`config.mk`:
```
export PLATFORM = sky130hd
export DESIGN_NAME = cfs_fault_supervisor
export DESIGN_NICKNAME = d
export VERILOG_FILES = /design/src/design/cfs_pkg.sv /design/src/design/cfs_fault_supervisor.sv
export VERILOG_INCLUDE_DIRS = /design/src /design/src/design
export SDC_FILE = /design/constraint.sdc
export NUM_CORES = 1
export LEC_CHECK = 0
export ABC_AREA = 1
export BUFFER_PORTS_ARGS = -buffer_cell sky130_fd_sc_hd__clkbuf_2
export CAP_MARGIN = 20
export CORE_MARGIN = 2
export CORE_UTILIZATION = 55
export CTS_CLUSTER_DIAMETER = 80
export DETAILED_ROUTE_END_ITERATION = 16
export PLACE_DENSITY = 0.74
export SLEW_MARGIN = 20
export SYNTH_ARGS = -nofsm -noshare
export SYNTH_HDL_FRONTEND = slang
export SYNTH_SLANG_ARGS = --single-unit
```
`constraint.sdc`:
```
create_clock -name i_core_clk -period 3 [get_ports i_core_clk]
set_input_delay 0.6 -clock i_core_clk [delete_from_list [all_inputs] [get_ports i_core_clk]]
set_output_delay 0.6 -clock i_core_clk [all_outputs]
set_load 0.02 [all_outputs]
```
`src/design/cfs_params.svh`:
```
// Constants for the charger fault supervisor: offsets, bits, timing.
// Assumes a 50 MHz core clock; counts derive from it.
`ifndef CFS_PARAMS_SVH
`define CFS_PARAMS_SVH
`define CFS_CLK_KHZ 50000
`define CFS_CNT_W 27
`define CFS_US2CYC(t) (((t) * `CFS_CLK_KHZ) / 1000)
`define CFS_MS2CYC(t) ((t) * `CFS_CLK_KHZ)
`define CFS_ADP_OV_SET_US 10
`define CFS_ADP_OV_CLR_US 100
`define CFS_BOV_DEB_MS 1
`define CFS_OT_CLR_US 100
`define CFS_WOC_SLOT_US 10
`define CFS_WOC_WIN_MS 50
`define CFS_WOC_RST_LONG_MS 1300
`define CFS_WOC_RST_SHORT_MS 150
`define CFS_WOC_LIMIT 3'h7
`define CFS_REG_CTRL2 8'h00
`define CFS_REG_CFG 8'h04
`define CFS_REG_STATUS 8'h08
`define CFS_REG_IRQ_ST 8'h0C
`define CFS_REG_IRQ_MASK 8'h10
`define CFS_C2_BOV_DIS 0
`define CFS_C2_WOC_DIS 1
`define CFS_C2_RST_SEL 11
`define CFS_CTRL2_WMASK 32'h0000_0803
`define CFS_CFG_WMASK 32'h0000_0003
`define CFS_IRQ_WMASK 32'h0000_001F
`define CFS_REG_RST 32'h0000_0000
`define CFS_CELL_ONE 2'h0
`define CFS_CH_ADP 0
`define CFS_CH_BOV 1
`define CFS_CH_SOV 2
`define CFS_CH_OT 3
`define CFS_EV_WOC 4
`endif

```
`src/design/cfs_pkg.sv`:
```
// Types for the charger fault supervisor.
// Used by the design module, the comparator model and the bench; nothing imported.
package cfs_pkg;
   typedef struct packed {
      logic adp_above_ov;
      logic adp_below_rec;
      logic bat_above_max_4p;
      logic bat_above_max_2p;
      logic bat_below_max_2p;
      logic bat_below_max_1p;
      logic sys_above_ov;
      logic sys_below_rec;
      logic in_oc;
      logic bat_oc;
      logic temp_above_140;
      logic temp_below_120;
   } cfs_cmp_t;

   typedef struct packed {
      logic switch_en;
      logic adapter_isolation_gate;
      logic adapter_good_out;
      logic battery_gate;
   } cfs_gate_t;

   typedef enum logic [1:0] {
      CFS_CH_OK = 2'b01,
      CFS_CH_FAULT = 2'b10
   } cfs_chan_st_t;

   typedef enum logic [1:0] {
      CFS_WOC_RUN = 2'b01,
      CFS_WOC_OFF = 2'b10
   } cfs_woc_st_t;
endpackage

```
`src/design/cfs_fault_supervisor.sv`:
```
// Fault supervisor of a buck-boost charger, with Avalon-MM registers.
// Assumes comparator flags synchronous to i_core_clk.
`timescale 1ns/1ps
`include "cfs_params.svh"

// Contract
// - Adapter OV after over 10us above
// - Adapter OV: gate off, good low, battery on
// - Adapter OV clears after over 100us below
// - Battery OV after 1ms above limit stops switching
// - Margin 4% one cell, 2% otherwise
// - Battery OV clears after 1ms below half margin
// - Control bit 0 disables battery OV
// - System OV at 800mV over stops switching
// - System OV clears at once, 300mV below
// - Input 12A or battery 20A trips overcurrent
// - At most one count per 10us
// - Seven counts in 50ms shut down at once
// - Restart after 1.3s or 150ms, bit 11
// - Control bit 1 disables overcurrent function
// - Stop switching above 140 degrees
// - Restart below 120 degrees plus 100us
module cfs_fault_supervisor #(
   parameter logic [`CFS_CNT_W-1:0] P_ADP_CLR_CYC =
      `CFS_CNT_W'(`CFS_US2CYC(`CFS_ADP_OV_CLR_US) + 1),
   parameter logic [`CFS_CNT_W-1:0] P_BOV_DEB_CYC = `CFS_CNT_W'(`CFS_MS2CYC(`CFS_BOV_DEB_MS)),
   parameter logic [`CFS_CNT_W-1:0] P_OT_CLR_CYC = `CFS_CNT_W'(`CFS_US2CYC(`CFS_OT_CLR_US)),
   parameter logic [`CFS_CNT_W-1:0] P_WOC_WIN_CYC = `CFS_CNT_W'(`CFS_MS2CYC(`CFS_WOC_WIN_MS)),
   parameter logic [`CFS_CNT_W-1:0] P_WOC_RST_LONG_CYC =
      `CFS_CNT_W'(`CFS_MS2CYC(`CFS_WOC_RST_LONG_MS)),
   parameter logic [`CFS_CNT_W-1:0] P_WOC_RST_SHORT_CYC =
      `CFS_CNT_W'(`CFS_MS2CYC(`CFS_WOC_RST_SHORT_MS))
)
(
   input wire logic i_core_clk,
   input wire logic i_reset_n,
   input wire logic i_clk_en,
   input wire cfs_pkg::cfs_cmp_t i_cmp,
   input wire logic i_battery_gate_req,
   input wire logic [7:0] i_avs_address,
   input wire logic i_avs_read,
   input wire logic i_avs_write,
   input wire logic [31:0] i_avs_writedata,
   input wire logic [3:0] i_avs_byteenable,
   output cfs_pkg::cfs_gate_t o_gates,
   output logic o_irq,
   output logic [31:0] o_avs_readdata,
   output logic o_avs_waitrequest
);
   localparam logic [`CFS_CNT_W-1:0] ADP_SET_CYC =
      `CFS_CNT_W'(`CFS_US2CYC(`CFS_ADP_OV_SET_US) + 1);
   localparam logic [`CFS_CNT_W-1:0] ONE_CYC = `CFS_CNT_W'(1);
   localparam logic [`CFS_CNT_W-1:0] SLOT_CYC = `CFS_CNT_W'(`CFS_US2CYC(`CFS_WOC_SLOT_US));

   logic [31:0] ctrl2;
   logic [31:0] cfg;
   logic [31:0] irq_st;
   logic [31:0] irq_mask;
   logic [31:0] be_mask;
   logic wr_ack;
   logic bov_en;
   logic woc_en;
   logic one_cell;
   logic [3:0] set_c;
   logic [3:0] clr_c;
   logic [3:0] chan_en;
   logic [3:0] fault;
   logic [3:0] fault_q;
   logic woc_off;
   logic woc_off_q;
   logic [4:0] ev;
   logic [`CFS_CNT_W-1:0] set_cyc [4];
   logic [`CFS_CNT_W-1:0] clr_cyc [4];
   logic [`CFS_CNT_W-1:0] chan_cnt [4];
   cfs_pkg::cfs_chan_st_t chan_st [4];
   cfs_pkg::cfs_woc_st_t woc_st;
   logic [2:0] woc_cnt;
   logic [`CFS_CNT_W-1:0] slot_cnt;
   logic slot_used;
   logic win_active;
   logic [`CFS_CNT_W-1:0] win_cnt;
   logic [`CFS_CNT_W-1:0] rst_cnt;
   logic [`CFS_CNT_W-1:0] rst_cyc;
   logic woc_trip;
   logic win_end;
   cfs_pkg::cfs_gate_t next_gates;

   assign be_mask = {{8{i_avs_byteenable[3]}}, {8{i_avs_byteenable[2]}},
                     {8{i_avs_byteenable[1]}}, {8{i_avs_byteenable[0]}}};
   assign wr_ack = i_clk_en && i_avs_write && !o_avs_waitrequest;
   assign bov_en = !ctrl2[`CFS_C2_BOV_DIS];
   assign woc_en = !ctrl2[`CFS_C2_WOC_DIS];
   assign one_cell = cfg[1:0] == `CFS_CELL_ONE;

   // Comparator choice per fault channel
   always_comb
   begin
      set_c[`CFS_CH_ADP] = i_cmp.adp_above_ov;
      clr_c[`CFS_CH_ADP] = i_cmp.adp_below_rec;
      set_c[`CFS_CH_BOV] = one_cell ? i_cmp.bat_above_max_4p : i_cmp.bat_above_max_2p;
      clr_c[`CFS_CH_BOV] = one_cell ? i_cmp.bat_below_max_2p : i_cmp.bat_below_max_1p;
      set_c[`CFS_CH_SOV] = i_cmp.sys_above_ov;
      clr_c[`CFS_CH_SOV] = i_cmp.sys_below_rec;
      set_c[`CFS_CH_OT] = i_cmp.temp_above_140;
      clr_c[`CFS_CH_OT] = i_cmp.temp_below_120;
      chan_en = 4'h0 | {3'h7, 1'b1};
      chan_en[`CFS_CH_BOV] = bov_en;
      set_cyc[`CFS_CH_ADP] = ADP_SET_CYC;
      clr_cyc[`CFS_CH_ADP] = P_ADP_CLR_CYC;
      set_cyc[`CFS_CH_BOV] = P_BOV_DEB_CYC;
      clr_cyc[`CFS_CH_BOV] = P_BOV_DEB_CYC;
      set_cyc[`CFS_CH_SOV] = ONE_CYC;
      clr_cyc[`CFS_CH_SOV] = ONE_CYC;
      set_cyc[`CFS_CH_OT] = ONE_CYC;
      clr_cyc[`CFS_CH_OT] = P_OT_CLR_CYC;
   end

   // Each channel keeps its own state; a flicker restarts the debounce
   for (genvar g = 0; g < 4; g++)
   begin : g_chan
      always_ff @(posedge i_core_clk or negedge i_reset_n)
      begin
         if (!i_reset_n)
         begin
            chan_st[g] <= cfs_pkg::CFS_CH_OK;
            chan_cnt[g] <= '0;
         end
         else if (i_clk_en)
         begin
            case (chan_st[g])
               cfs_pkg::CFS_CH_OK:
               begin
                  if (chan_en[g] && set_c[g])
                  begin
                     if (chan_cnt[g] >= set_cyc[g] - ONE_CYC)
                     begin
                        chan_st[g] <= cfs_pkg::CFS_CH_FAULT;
                        chan_cnt[g] <= '0;
                     end
                     else
                        chan_cnt[g] <= chan_cnt[g] + ONE_CYC;
                  end
                  else
                     chan_cnt[g] <= '0;
               end
               cfs_pkg::CFS_CH_FAULT:
               begin
                  if (!chan_en[g])
                  begin
                     chan_st[g] <= cfs_pkg::CFS_CH_OK;
                     chan_cnt[g] <= '0;
                  end
                  else if (clr_c[g])
                  begin
                     if (chan_cnt[g] >= clr_cyc[g] - ONE_CYC)
                     begin
                        chan_st[g] <= cfs_pkg::CFS_CH_OK;
                        chan_cnt[g] <= '0;
                     end
                     else
                        chan_cnt[g] <= chan_cnt[g] + ONE_CYC;
                  end
                  else
                     chan_cnt[g] <= '0;
               end
               default:
                  chan_st[g] <= cfs_pkg::CFS_CH_OK;
            endcase
         end
      end
      assign fault[g] = chan_st[g] == cfs_pkg::CFS_CH_FAULT;
   end

   assign woc_trip = woc_en && (i_cmp.in_oc || i_cmp.bat_oc);
   assign rst_cyc = ctrl2[`CFS_C2_RST_SEL] ? P_WOC_RST_SHORT_CYC : P_WOC_RST_LONG_CYC;
   assign woc_off = woc_st == cfs_pkg::CFS_WOC_OFF;
   assign win_end = win_active && (win_cnt >= P_WOC_WIN_CYC - ONE_CYC);

   // Overcurrent slot counting, window and restart wait
   always_ff @(posedge i_core_clk or negedge i_reset_n)
   begin
      if (!i_reset_n)
      begin
         woc_st <= cfs_pkg::CFS_WOC_RUN;
         woc_cnt <= 3'h0;
         slot_cnt <= '0;
         slot_used <= 1'b0;
         win_active <= 1'b0;
         win_cnt <= '0;
         rst_cnt <= '0;
      end
      else if (i_clk_en)
      begin
         if (!woc_en)
         begin
            woc_st <= cfs_pkg::CFS_WOC_RUN;
            woc_cnt <= 3'h0;
            slot_used <= 1'b0;
            win_active <= 1'b0;
            win_cnt <= '0;
            rst_cnt <= '0;
         end
         else
         begin
            case (woc_st)
               cfs_pkg::CFS_WOC_RUN:
               begin
                  if (slot_cnt >= SLOT_CYC - ONE_CYC)
                  begin
                     slot_cnt <= '0;
                     slot_used <= 1'b0;
                  end
                  else
                     slot_cnt <= slot_cnt + ONE_CYC;
                  if (win_active)
                  begin
                     if (win_cnt >= P_WOC_WIN_CYC - ONE_CYC)
                     begin
                        win_active <= 1'b0;
                        win_cnt <= '0;
                        woc_cnt <= 3'h0;
                     end
                     else
                        win_cnt <= win_cnt + ONE_CYC;
                  end
                  // Late slot hit may block one count next slot; never over-counts
                  if (woc_trip && !slot_used)
                  begin
                     slot_used <= 1'b1;
                     // Count on the expiry edge opens a fresh window, not a stale one
                     if (win_end)
                     begin
                        woc_cnt <= 3'h1;
                        win_active <= 1'b1;
                        win_cnt <= '0;
                     end
                     else if (woc_cnt == `CFS_WOC_LIMIT - 3'h1)
                     begin
                        woc_st <= cfs_pkg::CFS_WOC_OFF;
                        woc_cnt <= 3'h0;
                        win_active <= 1'b0;
                        win_cnt <= '0;
                        rst_cnt <= '0;
                     end
                     else
                     begin
                        woc_cnt <= woc_cnt + 3'h1;
                        if (!win_active)
                        begin
                           win_active <= 1'b1;
                           win_cnt <= '0;
                        end
                     end
                  end
               end
               cfs_pkg::CFS_WOC_OFF:
               begin
                  if (rst_cnt >= rst_cyc - ONE_CYC)
                  begin
                     woc_st <= cfs_pkg::CFS_WOC_RUN;
                     rst_cnt <= '0;
                     slot_used <= 1'b0;
                  end
                  else
                     rst_cnt <= rst_cnt + ONE_CYC;
               end
               default:
                  woc_st <= cfs_pkg::CFS_WOC_RUN;
            endcase
         end
      end
   end

   always_comb
   begin
      next_gates.switch_en = !(|fault) && !woc_off;
      next_gates.adapter_isolation_gate = !fault[`CFS_CH_ADP] && !woc_off;
      next_gates.adapter_good_out = !fault[`CFS_CH_ADP] && !woc_off;
      next_gates.battery_gate = fault[`CFS_CH_ADP] || i_battery_gate_req;
   end

   always_ff @(posedge i_core_clk or negedge i_reset_n)
   begin
      if (!i_reset_n)
         o_gates <= '0;
      else if (i_clk_en)
         o_gates <= next_gates;
   end

   // Interrupts: fault entry events, set wins over write-one-clear
   assign ev = {woc_off & ~woc_off_q, fault & ~fault_q};

   always_ff @(posedge i_core_clk or negedge i_reset_n)
   begin
      if (!i_reset_n)
      begin
         fault_q <= 4'h0;
         woc_off_q <= 1'b0;
         irq_st <= `CFS_REG_RST;
         o_irq <= 1'b0;
      end
      else if (i_clk_en)
      begin
         fault_q <= fault;
         woc_off_q <= woc_off;
         if (wr_ack && i_avs_address == `CFS_REG_IRQ_ST)
            irq_st <= (irq_st & ~(i_avs_writedata & be_mask)) | {27'h000_0000, ev};
         else
            irq_st <= irq_st | {27'h000_0000, ev};
         o_irq <= |(irq_st & irq_mask);
      end
   end

   // Writable registers, taken at the edge that sees waitrequest low
   always_ff @(posedge i_core_clk or negedge i_reset_n)
   begin
      if (!i_reset_n)
      begin
         ctrl2 <= `CFS_REG_RST;
         cfg <= `CFS_REG_RST;
         irq_mask <= `CFS_REG_RST;
      end
      else if (wr_ack)
      begin
         if (i_avs_address == `CFS_REG_CTRL2)
            ctrl2 <= (ctrl2 & ~be_mask) | (i_avs_writedata & be_mask & `CFS_CTRL2_WMASK);
         else if (i_avs_address == `CFS_REG_CFG)
            cfg <= (cfg & ~be_mask) | (i_avs_writedata & be_mask & `CFS_CFG_WMASK);
         else if (i_avs_address == `CFS_REG_IRQ_MASK)
            irq_mask <= (irq_mask & ~be_mask) | (i_avs_writedata & be_mask & `CFS_IRQ_WMASK);
      end
   end

   // One wait cycle per access; read data latched while waiting
   always_ff @(posedge i_core_clk or negedge i_reset_n)
   begin
      if (!i_reset_n)
      begin
         o_avs_waitrequest <= 1'b1;
         o_avs_readdata <= 32'h0000_0000;
      end
      else if (i_clk_en)
      begin
         if (!o_avs_waitrequest)
            o_avs_waitrequest <= 1'b1;
         else if (i_avs_read || i_avs_write)
         begin
            o_avs_waitrequest <= 1'b0;
            if (!i_avs_read)
               o_avs_readdata <= 32'h0000_0000;
            else if (i_avs_address == `CFS_REG_CTRL2)
               o_avs_readdata <= ctrl2;
            else if (i_avs_address == `CFS_REG_CFG)
               o_avs_readdata <= cfg;
            else if (i_avs_address == `CFS_REG_STATUS)
               o_avs_readdata <= {21'h00_0000, woc_cnt, 3'h0, woc_off, fault};
            else if (i_avs_address == `CFS_REG_IRQ_ST)
               o_avs_readdata <= irq_st;
            else if (i_avs_address == `CFS_REG_IRQ_MASK)
               o_avs_readdata <= irq_mask;
            else
               o_avs_readdata <= 32'h0000_0000;
         end
      end
   end
endmodule

```
# After elaboration in Yosys (flattened, before gate mapping)
# Index checks and enable logic that the tools add are counted.
totals:
  regBits: 374
  in_bits: 62
  output_inout_bits: 38
  wordCells: 243
op_classes:
  n_addsub: 9
  n_lt_le_gt_ge: 9
  eq_ne: 36
  muxes: 93
  n_bitwise: 20
  reduce_logical: 49
ops:
  columns: ["op", "n"]
  rows:
  - ["27-bit 2-to-1 mux", 29]
  - ["27-bit case mux with 2 select lines", 5]
  - ["32-bit 2-to-1 mux", 7]
  - ["32-bit bitwise AND", 6]
  - ["27-bit by 1-bit adder with 27-bit output (second input constant)", 7]
  - ["32-bit by 5-bit bitwise OR with 32-bit output", 3]
  - ["32-bit inverter", 2]
  - ["27-bit by 1-bit >= comparator with 1-bit output (second input constant)", 2]
  - ["27-bit by 13-bit >= comparator with 1-bit output (second input constant)", 2]
  - ["27-bit by 9-bit >= comparator with 1-bit output (second input constant)", 2]
  - ["2-bit 2-to-1 mux", 22]
  - ["32-bit by 12-bit bitwise OR with 32-bit output", 1]
  - ["32-bit by 2-bit bitwise OR with 32-bit output", 1]
  - ["32-bit OR reduction", 1]
  - ["5-bit AND reduction", 6]
  - ["27-bit by 16-bit >= comparator with 1-bit output (second input constant)", 1]
  - ["27-bit by 22-bit >= comparator with 1-bit output (second input constant)", 1]
  - ["27-bit >= comparator", 1]
  - ["26-bit by 1-bit subtractor with 27-bit output (second input constant)", 1]
  - ["26-bit 2-to-1 mux", 1]
  - ["2-bit inequality test (second input constant)", 11]
  - ["3-bit 2-to-1 mux", 7]
  - ["2-bit case mux with 2 select lines", 5]
  - ["8-bit by 4-bit equality test with 1-bit output (second input constant)", 2]
  - ["other kinds (27)", 90]

# Logic depth before layout (Yosys ltp)
logic_depth:
  depth_word: 9
  depth_mapped: 15
  mapped_depth_nobuf: 14

# Least setup slack after synthesis
# No wires, ideal clock.
synth_path:
  path_kind: "reg-to-reg"
  start: "register with a tool-made name"
  end: "register rst_cnt[7]"
  setup_ns: 0.065
  arrival_time_ns: 1.918
  required_ns: 2.935
  slack_ns: 1.017
  path_stages_with_launch: 15
  n_path_buf: 1
  synth_period_minus_slack_ns: 1.983
  path_cell_list: "dfrtp_1 inv_1 ha_1 nand3_1 nand2_1 nand3_1 nand2_1 nand2_1 nand2_1 nor2_4 buf_6 nand4_1 nor2_1 nand2_1 nand2_1"
synth_rtl:
  columns: ["item", "line_no", "rtl"]
  rows:
  - ["end signal: assignment", "cfs_fault_supervisor.sv:265", "rst_cnt <= rst_cnt + ONE_CYC;"]
  - ["end: declaration", "cfs_fault_supervisor.sv:82", "logic [`CFS_CNT_W-1:0] rst_cnt;"]

==> results.txt <==
Status = completed
Die Footprint = 33500 um2
Unrepaired setup endpoints after global routing = false
Post-Synth Adder-Cell Area = 0.0184
Critical Path Source Type = register
Power, Total = 0.0109 W
DRC errors left = 0
Internal = 0.00805 W
Mean post-synth cell area = 7.70 um2
Pre-antenna DRT Iters = 7
Ys Warns = 0
Setup TNS Final = 0 ns
# diodes = 0
RePlAce Congestion = 0.906
Reg power frac = 0.462
DR WL/cell = 15.5 um
Count of cell types in the netlist = 47
Share of synthesized registers carrying an async set or reset = 1.00
Ys flop type = dfrtp_1
Root Driver = clkbuf_16
Area share of the largest cell type after synthesis = 0.484
Nets@finish = 2486
Commonest non-fill, non-tap cells in the layout = nand2_1, inv_1, nor2_1
Largest family of logic cells by synthesized area = simple AND/OR/NAND/NOR gates
Leakage = 10.3 nW
CTS tree = done
Syn Nets = 2377
Slew of the pin with the lowest slew margin = 0.719 ns
Number of synthesized register bits = 347
Vias per cell = 5.43
Compound-gate portion of the synthesized area = 0.0978
FP Rows = 65
Endpoint class of the critical path = register
Min Hold Slack = 0.0491 ns
Die height = 183 um
Share of layout cells above drive strength 1 = 0.102
Switching power = 0.00287 W
Final worst slack = 0.434 ns
Clock transition at the registers of the reported paths = 0.06 ns
GR Overflow Total = 0
Clock power frac = 0.435
Leading cell type in the layout, fill and taps excluded = nand2_1
Final min period = 2.57 ns
Synthesized instance count = 2289
Worst hold path class = primary input to asynchronous set/reset pin
Skew-Pair Late Insertion Delay = 0.53 ns
Post-synth EDFFs = 0
Worst Path Arrival = 3.02 ns
Post CTS Setup Buffer Count = 0
Largest net degree at the start of global routing = 69
Post-DP HPWL = 30.3 mm
Worst Skew = 0.0199 ns
Area of the mapped netlist = 17600 um2
Core Region = 31600 um2
Num CTS Buffers = 39
Switch share = 0.263
Leading area contributor after synthesis = dfrtp_1
Clock Tree Buf Depth = 3
Final slew viol count = 0
Via count = 15400
Post-Route WL = 43.9 mm
Top cells by area, synth = dfrtp_1, nand2_1, inv_1, nor2_1, o21ai_0
Pwr dens = 549 nW/um2
Starting Density = 0.559
Peak VDD IR = 401 uV
Post-route ant nets = 0
Final Hold Fails = 0
Crit Path Max Fanout = 14
Initial DRC count = 1020
Combinational power share = 0.103
Synth Area in Simple Gates = 0.268
Crit Path Class = register to register
Die W = 183 um
Maxcap violations = 0
Final period util = 0.855
Global-route wire length before repair = 74.8 mm
Clk sink count = 347
Total GRT Usage = 0.272
Area Growth Syn to Fin = 12.7%
Io pins = 100
Peak Freq = 390 MHz
XOR/XNOR share of the synthesized area = 0.0214
Initial antenna violation count = 0
Fraction of synthesized area in multiplexers = 0.00114
Crit path required time = 3.45 ns
Final setup fails = 0
Number of H-tree levels = 2
Setup slack at placement = 0.298 ns
Register area share after synthesis = 0.493
Number of global-route vias before repair = 15200
I/O Buffers = 99
Slew headroom = 0.519
-- cells by family (layout without fill, tap and decap cells) --
logic type | Yosys count | after routing
xor gates and xnor gates | 43 | 43
DFF | 347 | 347
and+or+nand+nor | 1110 | 1111
AOI/OAI and AO/OA | 311 | 311
buffers and inverters | 450 | 586
muxes | 2 | 2
adders and majority gates | 26 | 26
-- power by group through the flow --
stage	combinational, W	sequential [W]	clock [W]
global placement	0.00110	0.00511	0
global route	0.00128	0.00507	0.00503
detailed placement	0.00113	0.00512	0
floorplan	0.000679	0.00511	0
finish	0.00112	0.00504	0.00475
CTS	0.00114	0.00504	0.00482
-- through the flow --
step | util | cell area (um2) | cells
after floorplan | - | 17600 | 2289
after global routing | 0.630 | 19900 | 2828
after detailed placement | 0.589 | 18600 | 2758
after global placement | 0.589 | 18600 | 2758
after CTS | 0.630 | 19900 | 2827
final | 0.630 | 19900 | 2828
-- registers in the layout, indices dropped and copies added (netlist names), named ones only --
register	cells
irq_st	32
irq_mask	27
ctrl2	29
win_active	1
slot_cnt	27
woc_off_q	1
o_gates	3
chan_cnt	81
slot_used	1
win_cnt	27
woc_st	2
o_avs_waitrequest	1
o_avs_readdata	32
woc_cnt	3
o_irq	1
fault_q	4
rst_cnt	27
chan_st	8
cfg	30
-- layer usage --
metal	track usage	share of wire
met1	0.374	0.45
met5	0	0
met3	0.0351	0.052
met2	0.447	0.47
met4	0.0947	0.033
-- synth_stat cells (2+ instances only) --
cell	count
nand2_1	512
inv_1	371
nor2_1	345
dfrtp_1	341
o21ai_0	134
nand3_1	113
nand4_1	66
a21oi_1	63
o22ai_1	44
xor2_1	37
clkbuf_1	30
nor3_1	30
a31oi_1	29
ha_1	26
buf_2	18
o21ai_1	12
inv_2	11
nor2_4	10
o211ai_1	9
buf_6	8
nor2_2	8
nor4_1	7
o31ai_1	7
buf_1	6
dfstp_2	6
xnor2_1	6
clkinv_1	5
nand2_2	5
o21bai_1	5
nor3_2	4
mux2i_1	2
o21a_1	2
or2_1	2
or2_2	2
-- repair_timing --
item | in CTS | in global routing
endpoints found under the setup margin | 0 | 10
resized for setup | 0 | 1
hold endpoints to repair | 0 | 0
hold buffers | 0 | 0
-- worst paths after layout --
path	end	slack (ns)	depth (start not counted)
min in group i_core_clk	irq_st[18]	0.25	2
max	rst_cnt[22]	0.43	13
min	win_cnt[20]	0.05	1
max reg2reg	rst_cnt[22]	0.43	13
max in group asynchronous	chan_cnt[60]	1.96	2
min reg2reg	irq_st[0]	0.45	1
-- worst max-delay path, cell delays in order (launching register included) --
cell     delay, ns
dfrtp_1       0.58
inv_1         0.24
ha_1          0.37
nand3_1       0.09
nand2_1       0.05
nand3_1       0.06
nand2_1       0.08
nand2_1       0.07
nand2_1       0.15
nor2_4        0.40
nand4_1       0.13
nor2_1        0.11
nand2_1       0.07
nand2_1       0.09
-- area by class of cell --
cell class                      count  area [um2]
Tap cell                          402         503
Clock buffer                       51        1080
Inverter                          387        1450
Sequential cell                   347        8690
Timing Repair Buffer              130         776
Fill cell                        2668       11700
Clock inverter                     18         191
Multi-Input combinational cell   1493        7190
Power figures use the tool's default switching activity.
